--- src/rtl/sss_pkg.sv ---
/*
  Shared constants and types of the servo stop option sequencer.
  Assumes one drive control clock and velocity feedback in r/min.
*/
package sss_pkg;

  // ----------------------------------------------------------------
  // Object indices
  // ----------------------------------------------------------------
  localparam logic [15:0] IDX_SERVO_OFF_SEQ = 16'h3506;
  localparam logic [15:0] IDX_DIS_OP_SEL = 16'h605C;
  localparam logic [15:0] IDX_HALT_SEL = 16'h605D;
  localparam logic [15:0] IDX_PROF_DECEL = 16'h6084;
  localparam logic [15:0] IDX_TORQUE_RAMP = 16'h6087;
  localparam logic [15:0] IDX_HOMING_ACCEL = 16'h609A;
  localparam logic [15:0] IDX_SHUT_SEL = 16'h3F00;

  // ----------------------------------------------------------------
  // Legal option ranges and reset values
  // ----------------------------------------------------------------
  localparam logic signed [15:0] DIS_OP_MIN = 16'sh0000;
  localparam logic signed [15:0] DIS_OP_MAX = 16'sh0001;
  localparam logic signed [15:0] SHUT_MIN = 16'sh0000;
  localparam logic signed [15:0] SHUT_MAX = 16'sh0001;
  localparam logic signed [15:0] HALT_MIN = 16'sh0001;
  localparam logic signed [15:0] HALT_MAX = 16'sh0003;
  localparam logic signed [15:0] SERVO_OFF_MIN = 16'sh0000;
  localparam logic signed [15:0] SERVO_OFF_MAX = 16'sh0009;
  localparam logic [15:0] OPT_RST = 16'h0000;
  localparam logic [15:0] HALT_RST = 16'h0001;
  localparam logic [31:0] RATE_RST = 32'h0000_0000;

  // ----------------------------------------------------------------
  // Control / status word fields and stop threshold
  // ----------------------------------------------------------------
  localparam int CW_HALT_BIT = 8;
  localparam int SW_VOLT_BIT = 4;
  localparam int STOP_RPM = 30;

  typedef enum logic [1:0] {
    SSS_MODE_POSVEL = 2'h0,
    SSS_MODE_HOMING = 2'h1,
    SSS_MODE_TORQUE = 2'h2
  } sss_mode_t;

  typedef enum logic [2:0] {
    SSS_DS_READY = 3'h1,
    SSS_DS_SWON = 3'h2,
    SSS_DS_OPEN = 3'h4
  } sss_report_t;

  typedef enum logic [6:0] {
    SSS_S_ENABLED = 7'h01,
    SSS_S_SHUT = 7'h02,
    SSS_S_DISOP = 7'h04,
    SSS_S_HALT = 7'h08,
    SSS_S_HALTED = 7'h10,
    SSS_S_READY = 7'h20,
    SSS_S_SWON = 7'h40
  } sss_state_t;

  typedef enum logic [2:0] {
    SSS_SRC_NONE = 3'h0,
    SSS_SRC_SERVO_OFF = 3'h1,
    SSS_SRC_PROFILE = 3'h2,
    SSS_SRC_HOMING = 3'h3,
    SSS_SRC_TORQUE = 3'h4,
    SSS_SRC_HALT2 = 3'h5,
    SSS_SRC_HALT3 = 3'h6
  } sss_src_t;

endpackage

--- src/rtl/sss_sequencer.sv ---
/*
  Stop sequencer of the drive state machine: deceleration and the
  following state on Shutdown, Disable operation and halt.
  Assumes the command decoder supplies one-cycle accepted pulses and
  that all inputs are synchronous to clk.
*/
//
// Function
// - Shutdown accepted in operation enabled starts deceleration per the shutdown option.
// - While a commanded deceleration runs the reported state stays operation enabled.
// - The motor counts as stopped only at 30 r/min or below, and only then is the stop finished.
// - After the shutdown stop the state becomes ready to switch on.
// - The voltage-enabled status bit 4 stays one through the shutdown stop.
// - Disable-operation option is signed 16-bit, legal 0 to 1, other writes ignored.
// - Disable operation accepted starts deceleration while operation enabled is reported.
// - After the disable-operation stop the state becomes switched on.
// - A 0-to-1 change of control word bit 8 starts a halt deceleration.
// - After a halt stop the state stays operation enabled.
// - Halt option is signed 16-bit, legal 1 to 3, selecting the halt deceleration method.
// - In homing mode shutdown option 1 stops by homing acceleration, then ready to switch on.
`timescale 1ns/1ps
module sss_sequencer
  import sss_pkg::*;
#(
  parameter int VEL_W = 32
) (
  input wire logic clk,
  input wire logic resetn,
  input wire logic obj_wr,
  input wire logic obj_rd,
  input wire logic [15:0] obj_index,
  input wire logic [31:0] obj_wdata,
  input wire logic cmd_shutdown,
  input wire logic cmd_disable_op,
  input wire logic cmd_switch_on,
  input wire logic cmd_enable_op,
  input wire logic [15:0] control_word,
  input wire sss_mode_t op_mode,
  input wire logic signed [VEL_W-1:0] actual_vel,
  output logic [31:0] obj_rdata,
  output logic obj_rd_valid,
  output logic obj_unmapped,
  output sss_report_t drive_state,
  output logic [15:0] status_word,
  output logic decel_active,
  output sss_src_t decel_src,
  output logic [31:0] decel_rate
);

  initial begin
    if (VEL_W < 8) begin
      $error("sss_sequencer: VEL_W too small");
    end
  end

  // ----------------------------------------------------------------
  // Helpers
  // ----------------------------------------------------------------
  function automatic logic in_range(input logic [31:0] v, input logic signed [15:0] lo,
                                    input logic signed [15:0] hi);
    logic signed [15:0] s;
    s = signed'(v[15:0]);
    return (s >= lo) && (s <= hi);
  endfunction

  function automatic sss_src_t mode_rate(input sss_mode_t m);
    unique case (m)
      SSS_MODE_HOMING: return SSS_SRC_HOMING;
      SSS_MODE_TORQUE: return SSS_SRC_TORQUE;
      default: return SSS_SRC_PROFILE;
    endcase
  endfunction

  function automatic sss_report_t report(input sss_state_t s);
    unique case (s)
      SSS_S_READY: return SSS_DS_READY;
      SSS_S_SWON: return SSS_DS_SWON;
      default: return SSS_DS_OPEN;
    endcase
  endfunction

  // ----------------------------------------------------------------
  // Object store
  // ----------------------------------------------------------------
  logic [15:0] servo_off_seq_ff;
  logic [15:0] dis_op_sel_ff;
  logic [15:0] halt_sel_ff;
  logic [15:0] shut_sel_ff;
  logic [31:0] prof_decel_ff;
  logic [31:0] torque_ramp_ff;
  logic [31:0] homing_accel_ff;

  // Out-of-range option writes are dropped so the active choice stays legal
  always_ff @(posedge clk or negedge resetn) begin
    if (!resetn) begin
      servo_off_seq_ff <= OPT_RST;
      dis_op_sel_ff <= OPT_RST;
      halt_sel_ff <= HALT_RST;
      shut_sel_ff <= OPT_RST;
      prof_decel_ff <= RATE_RST;
      torque_ramp_ff <= RATE_RST;
      homing_accel_ff <= RATE_RST;
    end else if (obj_wr) begin
      unique case (obj_index)
        IDX_SERVO_OFF_SEQ: begin
          if (in_range(obj_wdata, SERVO_OFF_MIN, SERVO_OFF_MAX)) begin
            servo_off_seq_ff <= obj_wdata[15:0];
          end
        end
        IDX_DIS_OP_SEL: begin
          if (in_range(obj_wdata, DIS_OP_MIN, DIS_OP_MAX)) begin
            dis_op_sel_ff <= obj_wdata[15:0];
          end
        end
        IDX_HALT_SEL: begin
          if (in_range(obj_wdata, HALT_MIN, HALT_MAX)) begin
            halt_sel_ff <= obj_wdata[15:0];
          end
        end
        IDX_SHUT_SEL: begin
          if (in_range(obj_wdata, SHUT_MIN, SHUT_MAX)) begin
            shut_sel_ff <= obj_wdata[15:0];
          end
        end
        IDX_PROF_DECEL: prof_decel_ff <= obj_wdata;
        IDX_TORQUE_RAMP: torque_ramp_ff <= obj_wdata;
        IDX_HOMING_ACCEL: homing_accel_ff <= obj_wdata;
        default: ;
      endcase
    end
  end

  // Read answer one cycle after obj_rd; unknown index answers zero
  always_ff @(posedge clk or negedge resetn) begin
    if (!resetn) begin
      obj_rdata <= 32'h0000_0000;
      obj_rd_valid <= 1'b0;
      obj_unmapped <= 1'b0;
    end else begin
      obj_rd_valid <= obj_rd;
      obj_unmapped <= 1'b0;
      obj_rdata <= 32'h0000_0000;
      if (obj_rd) begin
        unique case (obj_index)
          IDX_SERVO_OFF_SEQ: obj_rdata <= {{16{servo_off_seq_ff[15]}}, servo_off_seq_ff};
          IDX_DIS_OP_SEL: obj_rdata <= {{16{dis_op_sel_ff[15]}}, dis_op_sel_ff};
          IDX_HALT_SEL: obj_rdata <= {{16{halt_sel_ff[15]}}, halt_sel_ff};
          IDX_SHUT_SEL: obj_rdata <= {{16{shut_sel_ff[15]}}, shut_sel_ff};
          IDX_PROF_DECEL: obj_rdata <= prof_decel_ff;
          IDX_TORQUE_RAMP: obj_rdata <= torque_ramp_ff;
          IDX_HOMING_ACCEL: obj_rdata <= homing_accel_ff;
          default: obj_unmapped <= 1'b1;
        endcase
      end
    end
  end

  // ----------------------------------------------------------------
  // Stop detection and halt edge
  // ----------------------------------------------------------------
  logic stopped;
  logic halt_prev_ff;
  logic halt_rise;

  sss_stop_detect #(.VEL_W(VEL_W), .THRESH(STOP_RPM)) u_stop (
    .clk(clk),
    .resetn(resetn),
    .actual_vel(actual_vel),
    .stopped(stopped)
  );

  always_ff @(posedge clk or negedge resetn) begin
    if (!resetn) begin
      halt_prev_ff <= 1'b0;
    end else begin
      halt_prev_ff <= control_word[CW_HALT_BIT];
    end
  end

  assign halt_rise = control_word[CW_HALT_BIT] && !halt_prev_ff;

  // ----------------------------------------------------------------
  // State machine
  // ----------------------------------------------------------------
  sss_state_t state_ff;
  sss_state_t nxt_state;

  // Shutdown outranks Disable operation, which outranks a halt
  always_comb begin
    nxt_state = state_ff;
    unique case (state_ff)
      SSS_S_ENABLED, SSS_S_HALT, SSS_S_HALTED: begin
        if (cmd_shutdown) begin
          nxt_state = SSS_S_SHUT;
        end else if (cmd_disable_op) begin
          nxt_state = SSS_S_DISOP;
        end else if (state_ff == SSS_S_ENABLED && halt_rise) begin
          nxt_state = SSS_S_HALT;
        end else if (state_ff == SSS_S_HALT && stopped) begin
          nxt_state = SSS_S_HALTED;
        end else if (state_ff != SSS_S_ENABLED && !control_word[CW_HALT_BIT]) begin
          nxt_state = SSS_S_ENABLED;
        end
      end
      SSS_S_SHUT: begin
        if (stopped) begin
          nxt_state = SSS_S_READY;
        end
      end
      SSS_S_DISOP: begin
        if (stopped) begin
          nxt_state = SSS_S_SWON;
        end else if (cmd_shutdown) begin
          nxt_state = SSS_S_SHUT;
        end
      end
      SSS_S_READY: begin
        if (cmd_switch_on) begin
          nxt_state = SSS_S_SWON;
        end
      end
      SSS_S_SWON: begin
        if (cmd_shutdown) begin
          nxt_state = SSS_S_READY;
        end else if (cmd_enable_op) begin
          nxt_state = SSS_S_ENABLED;
        end
      end
      default: nxt_state = SSS_S_SWON;
    endcase
  end

  always_ff @(posedge clk or negedge resetn) begin
    if (!resetn) begin
      state_ff <= SSS_S_SWON;
    end else begin
      state_ff <= nxt_state;
    end
  end

  // ----------------------------------------------------------------
  // Deceleration choice and reported outputs
  // ----------------------------------------------------------------
  sss_src_t nxt_src;
  logic [31:0] nxt_rate;

  always_comb begin
    nxt_src = SSS_SRC_NONE;
    unique case (nxt_state)
      SSS_S_SHUT: begin
        nxt_src = (shut_sel_ff == 16'h0001) ? mode_rate(op_mode) : SSS_SRC_SERVO_OFF;
      end
      SSS_S_DISOP: begin
        nxt_src = (dis_op_sel_ff == 16'h0001) ? mode_rate(op_mode) : SSS_SRC_SERVO_OFF;
      end
      SSS_S_HALT: begin
        unique case (halt_sel_ff)
          16'h0002: nxt_src = SSS_SRC_HALT2;
          16'h0003: nxt_src = SSS_SRC_HALT3;
          default: nxt_src = mode_rate(op_mode);
        endcase
      end
      default: nxt_src = SSS_SRC_NONE;
    endcase
  end

  // Quick-stop and limit rates live outside this block, so they give zero here
  always_comb begin
    unique case (nxt_src)
      SSS_SRC_PROFILE: nxt_rate = prof_decel_ff;
      SSS_SRC_HOMING: nxt_rate = homing_accel_ff;
      SSS_SRC_TORQUE: nxt_rate = torque_ramp_ff;
      default: nxt_rate = 32'h0000_0000;
    endcase
  end

  always_ff @(posedge clk or negedge resetn) begin
    if (!resetn) begin
      drive_state <= SSS_DS_SWON;
      status_word <= 16'h0000;
      decel_active <= 1'b0;
      decel_src <= SSS_SRC_NONE;
      decel_rate <= 32'h0000_0000;
    end else begin
      drive_state <= report(nxt_state);
      status_word <= 16'h0000;
      status_word[SW_VOLT_BIT] <= 1'b1;
      decel_active <= (nxt_src != SSS_SRC_NONE);
      decel_src <= nxt_src;
      decel_rate <= nxt_rate;
    end
  end
endmodule

--- src/rtl/sss_stop_detect.sv ---
/*
  Motor-stopped detector: flags when |actual velocity| is at or below
  the stop threshold. Assumes velocity is a signed count in r/min.
*/
`timescale 1ns/1ps
module sss_stop_detect
  import sss_pkg::*;
#(
  parameter int VEL_W = 32,
  parameter int THRESH = STOP_RPM
) (
  input wire logic clk,
  input wire logic resetn,
  input wire logic signed [VEL_W-1:0] actual_vel,
  output logic stopped
);

  initial begin
    if (VEL_W < 8 || THRESH < 0) begin
      $error("sss_stop_detect: bad parameters");
    end
  end

  localparam logic signed [VEL_W-1:0] LIM = VEL_W'(THRESH);

  // Threshold is inclusive on both signs; no abs() so the most
  // negative value cannot overflow into a false stop.
  always_ff @(posedge clk or negedge resetn) begin
    if (!resetn) begin
      stopped <= 1'b1;
    end else begin
      stopped <= (actual_vel <= LIM) && (actual_vel >= -LIM);
    end
  end
endmodule

--- config.mk ---
export PLATFORM = sky130hd
export DESIGN_NAME = sss_sequencer
export DESIGN_NICKNAME = d
export VERILOG_FILES = /design/src/rtl/sss_pkg.sv /design/src/rtl/sss_sequencer.sv /design/src/rtl/sss_stop_detect.sv
export SDC_FILE = /design/constraint.sdc
export NUM_CORES = 1
export LEC_CHECK = 0
export ABC_AREA = 1
export BUFFER_PORTS_ARGS = -buffer_cell sky130_fd_sc_hd__buf_2
export CAP_MARGIN = 40
export CORE_MARGIN = 4
export CORE_UTILIZATION = 50
export DETAILED_ROUTE_END_ITERATION = 12
export PLACE_DENSITY = 0.7
export SLEW_MARGIN = 20
export SYNTH_ARGS = -nofsm -noshare
export SYNTH_HDL_FRONTEND = slang
export SYNTH_HIERARCHICAL = 1
export SYNTH_SLANG_ARGS = --single-unit
--- constraint.sdc ---
create_clock -name clk -period 2.8 [get_ports clk]
set_clock_uncertainty 0.05 [all_clocks]
set_input_delay 0.14 -clock clk [delete_from_list [all_inputs] [get_ports clk]]
set_output_delay 0.14 -clock clk [all_outputs]
set_load 0.02 [all_outputs]
==> parameters.txt <==
Parameter                              Value

Routing
  Antenna violation net count after detailed routing ... 0
  Count of TritonRoute iterations in the first routing pass ... 6
  Average wire length per cell after detail routing ... approximately 17 um
  Starting DRT DRC Count ... roughly 1000
  Total routed wirelength ... 32.1 mm
  Detailed-route via count ... 10100
  Total DRC errors in the routed layout ... 0
  Vias/cell ... roughly 5.4

GRT
  Number of antenna violations at the first check in global routing ... 1
  Largest net degree at the start of global routing ... 98
  First-pass GRT wire length ... a little over 50 mm
  Overflow after GRT ... 0
  Vias in the first global route ... 10100
  Total global routing track utilization ... approximately 26%

STA
  Setup total negative slack ... 0 ns
  Post-route fraction of the period consumed by the critical path ... 91.5%
  Pins Over Slew Limit ... 0
  Count of endpoints failing hold in the final timing report ... 0
  Transition time at the pin with the least slew margin ... around 0.76 ns
  Unrepaired setup endpoints after global routing ... no
  Setup-violating endpoint count in the final report ... 0
  Final critical delay including setup and external delays ... approximately 2.6 ns
  Fmax ... about 390 MHz
  Slew headroom ... 49.0%

Critical path
  Cell count of the worst reg-to-reg path ... 15
  Worst Path Arrival ... about 3.0 ns
  Capturing element type of the critical path ... flop
  Startpoint of the worst-slack reg-to-reg timing path ... state_ff[6]
  Reg2Reg Capture Point ... decel_rate[15]
  Slowest CP cell ... dfstp_2
  Maximum fanout along the worst path ... 13
  CP Class ... reg2reg
  Reg-to-reg setup timing slack ... about 0.24 ns
  Setup crit start ... state_ff[6]
  Worst stage delay on the critical path ... between 0.5 and 0.6 ns
  Cell-by-cell trace of the critical path ... inv_1 -> nand2_2 -> nor2_8 -> nand2_1 -> nand3_2 -> nand2_1 -> inv_1 -> nand2_2 -> nand2_4 -> nand2_1 -> nand3_2 -> nor2_4 -> buf_4 -> nand3_1 -> nand3_1
  Most repeated library cell on the critical path ... nand2_1
  Worst Path Required ... 3.20 ns
  Type of origin of the critical path ... flop

Placement
  Hpwl dp ... 21.0 mm
  Area post-placement ... 12400 um2
  Final weighted congestion in routability-driven placement ... roughly 0.9
  IO buf count ... approximately 160

Clock network
  Maximum clock insertion buffer count ... 3
  Cell at the root of the clock tree ... clkbuf_16
  TritonCTS clock tree ... yes
  H-Tree Level Count ... 1
  Post CTS Setup Buffer Count ... 0
  Clk Latency, worst-skew pair ... 0.52 ns
  Number of CTS-inserted buffers ... 26
  Clock transition at the registers of the reported paths ... ~0.060 ns
  Number of sinks driven by the clock tree ... approximately 240

Synthesis
  Netlist Area Pre-Place ... ~11000 um2
  Count of distinct cell types in the synthesized netlist ... 40
  Number of enable flip-flop cells after synthesis ... 0
  Post-Synthesis Cells ... 1370
  Synthesis warning total ... 6
  Number of register bits inferred by synthesis ... 243
  Post-synth ARST share ... 100%
  Proportion of synthesized chip area in sequential cells ... a little over half
  Avg Cell Area, Syn ... between 8 and 9 um2
  Top FF cell, synth ... dfrtp_1

Min path
  Min-delay worst type ... in2reg
  Beginning of the worst hold path ... obj_wdata[0]
  Worst hold path depth ... 3
  Hold Crit Endpoint ... shut_sel_ff[0]

Final layout
  Layout Area Growth over Synthesis ... 22.3%
  Share of cells above drive strength 1 ... between 10% and 20%
  Post-route cell area ... around 14000 um2
  Final Net Count ... 1683
  Area used by sequential logic in the layout ... between 6000 and 7000 um2
  Number of fillers in the final layout ... about 1900
  Multi-input gate area in the final layout ... between 4000 and 5000 um2
  Final core utilization ... about 63%

Floorplanning
  Io pins ... slightly below 200
  Die Height ... approximately 160 um
  Initial standard-cell utilization of the core ... about half
  Placeable core region ... 22000 um2
  Core Rows ... 54
  Floorplan die area ... 24900 um2
  DIE WIDTH ... 158 um

Run
  Max-capacitance violation count ... 0

Power
  Worst vdd rail ir drop ... 0.459 mV
  Static Leakage ... about 7.3 nW
  Total design power ... around 0.0080 W
  PD cells ... about 580 nW/um2

Run status
  Result of the run ... complete, no violations
-- flip-flops by register name (all words and copies together) (netlist names), 3 cells and up --
name	flops
decel_rate	32
decel_src	3
dis_op_sel_ff	16
drive_state	3
halt_sel_ff	16
homing_accel_ff	32
obj_rdata	32
prof_decel_ff	32
servo_off_seq_ff	16
shut_sel_ff	16
state_ff	7
torque_ramp_ff	32
-- layout by cell type (no fill, tap or decap), types with 2 or more instances in the layout --
cell type,n
nand2_1,375
dfrtp_1,239
buf_2,163
inv_1,145
o21ai_0,125
nor2_1,121
nand3_1,86
nand4_1,77
dlygate4sd3_1,42
a21oi_1,30
buf_4,30
clkbuf_16,27
conb_1,16
nor3_1,13
a31oi_1,13
nand3_2,11
nand2_2,10
clkinv_2,7
inv_2,5
nor4_1,5
bufinv_16,5
buf_12,5
dfstp_2,4
nor2_2,3
clkinv_1,3
o22ai_1,3
or2_1,3
clkbuf_1,3
clkbuf_8,3
o221ai_1,2
nand2_4,2
o211ai_1,2
o31ai_1,2
nor2_4,2
-- through the flow --
step	worst slack [ns]	std cells	hold slack (ns)
3_5_place_dp	0.244	1787	0.165
4_1_cts	0.189	1875	0.00105
5_1_grt	0.105	1876	0.0144
2_1_floorplan	0.840	1384	-0.206
6_report	0.237	1876	0.0144
3_3_place_gp	0.296	1787	0.167
-- timing repair --
| action | 4_1_cts | 5_1_grt |
|---|---|---|
| hold endpoints to repair | 192 | 0 |
| hold buffers | 42 | 0 |
| setup endpoints to repair | 0 | 1 |
| gates resized for setup | 0 | 1 |
-- worst max path at each step --
stage	cells after the start	end	slack (ns)
floorplan	17	decel_rate[13]	0.84
global placement	11	decel_rate[15]	0.30
detailed placement	11	decel_rate[15]	0.24
CTS	11	decel_rate[15]	0.19
global route	15	decel_rate[15]	0.11
finish	15	decel_rate[15]	0.24
-- logic make-up (layout without fill, tap and decap cells) --
kind of cell	Yosys count	count (layout)	share of synthesized area, %
and+or+nand+nor	714	714	28.4
DFF	243	243	54.2
buffers and inverters	229	440	8.80
AOI/OAI and AO/OA	182	182	8.59
other	2	17	0.0669
-- power by group --
group / switching (W) / internal, W
Clock: 0.00139 / 0.00229
Combinational: 0.000461 / 0.000243
Sequential: 0.0000330 / 0.00357
-- routing by layer --
metal / vias up / global-route usage (%) / wire length, um
met4: 0 / 10.0 / 1160
met2: 457 / 42.5 / 15500
li1: 4830 / - / -
met3: 87 / 3.53 / 2440
met1: 4742 / 34.7 / 13000
met5: - / 0 / 0
-- critical path, delay by kind of cell (launching register included) --
kind	cells	cell delay, ns
buf+inv	3	0.37
simple gates	12	1.53
flops	1	0.54
-- area by class of cell --
cell class                      instances  area share (%)
Clock buffer                           33            5.30
Clock inverter                         13            1.41
Antenna cell                            1          0.0182
Tap cell                              280            2.55
Multi-Input combinational cell        912            30.8
Timing Repair Buffer                  241            11.5
Inverter                              153            4.18
Sequential cell                       243            44.3
-- cells in the mapped netlist (5+ instances only) --
| cell type | instances | share of area, % |
|---|---|---|
| nor3_1 | 13 | 0.58 |
| nor4_1 | 5 | 0.28 |
| a21oi_1 | 30 | 1.3 |
| nand3_1 | 86 | 3.8 |
| clkbuf_1 | 37 | 1.2 |
| inv_1 | 145 | 4.8 |
| buf_4 | 17 | 1.1 |
| nand2_1 | 378 | 13 |
| nand2_2 | 7 | 0.39 |
| inv_2 | 5 | 0.17 |
| buf_2 | 16 | 0.71 |
| a31oi_1 | 13 | 0.72 |
| o21ai_0 | 125 | 5.6 |
| nand3_2 | 11 | 0.98 |
| dfrtp_1 | 239 | 53 |
| nand4_1 | 77 | 4.3 |
| buf_6 | 6 | 0.60 |
| nor2_1 | 121 | 4.0 |
No activity file was read; power rests on OpenSTA's default activity.
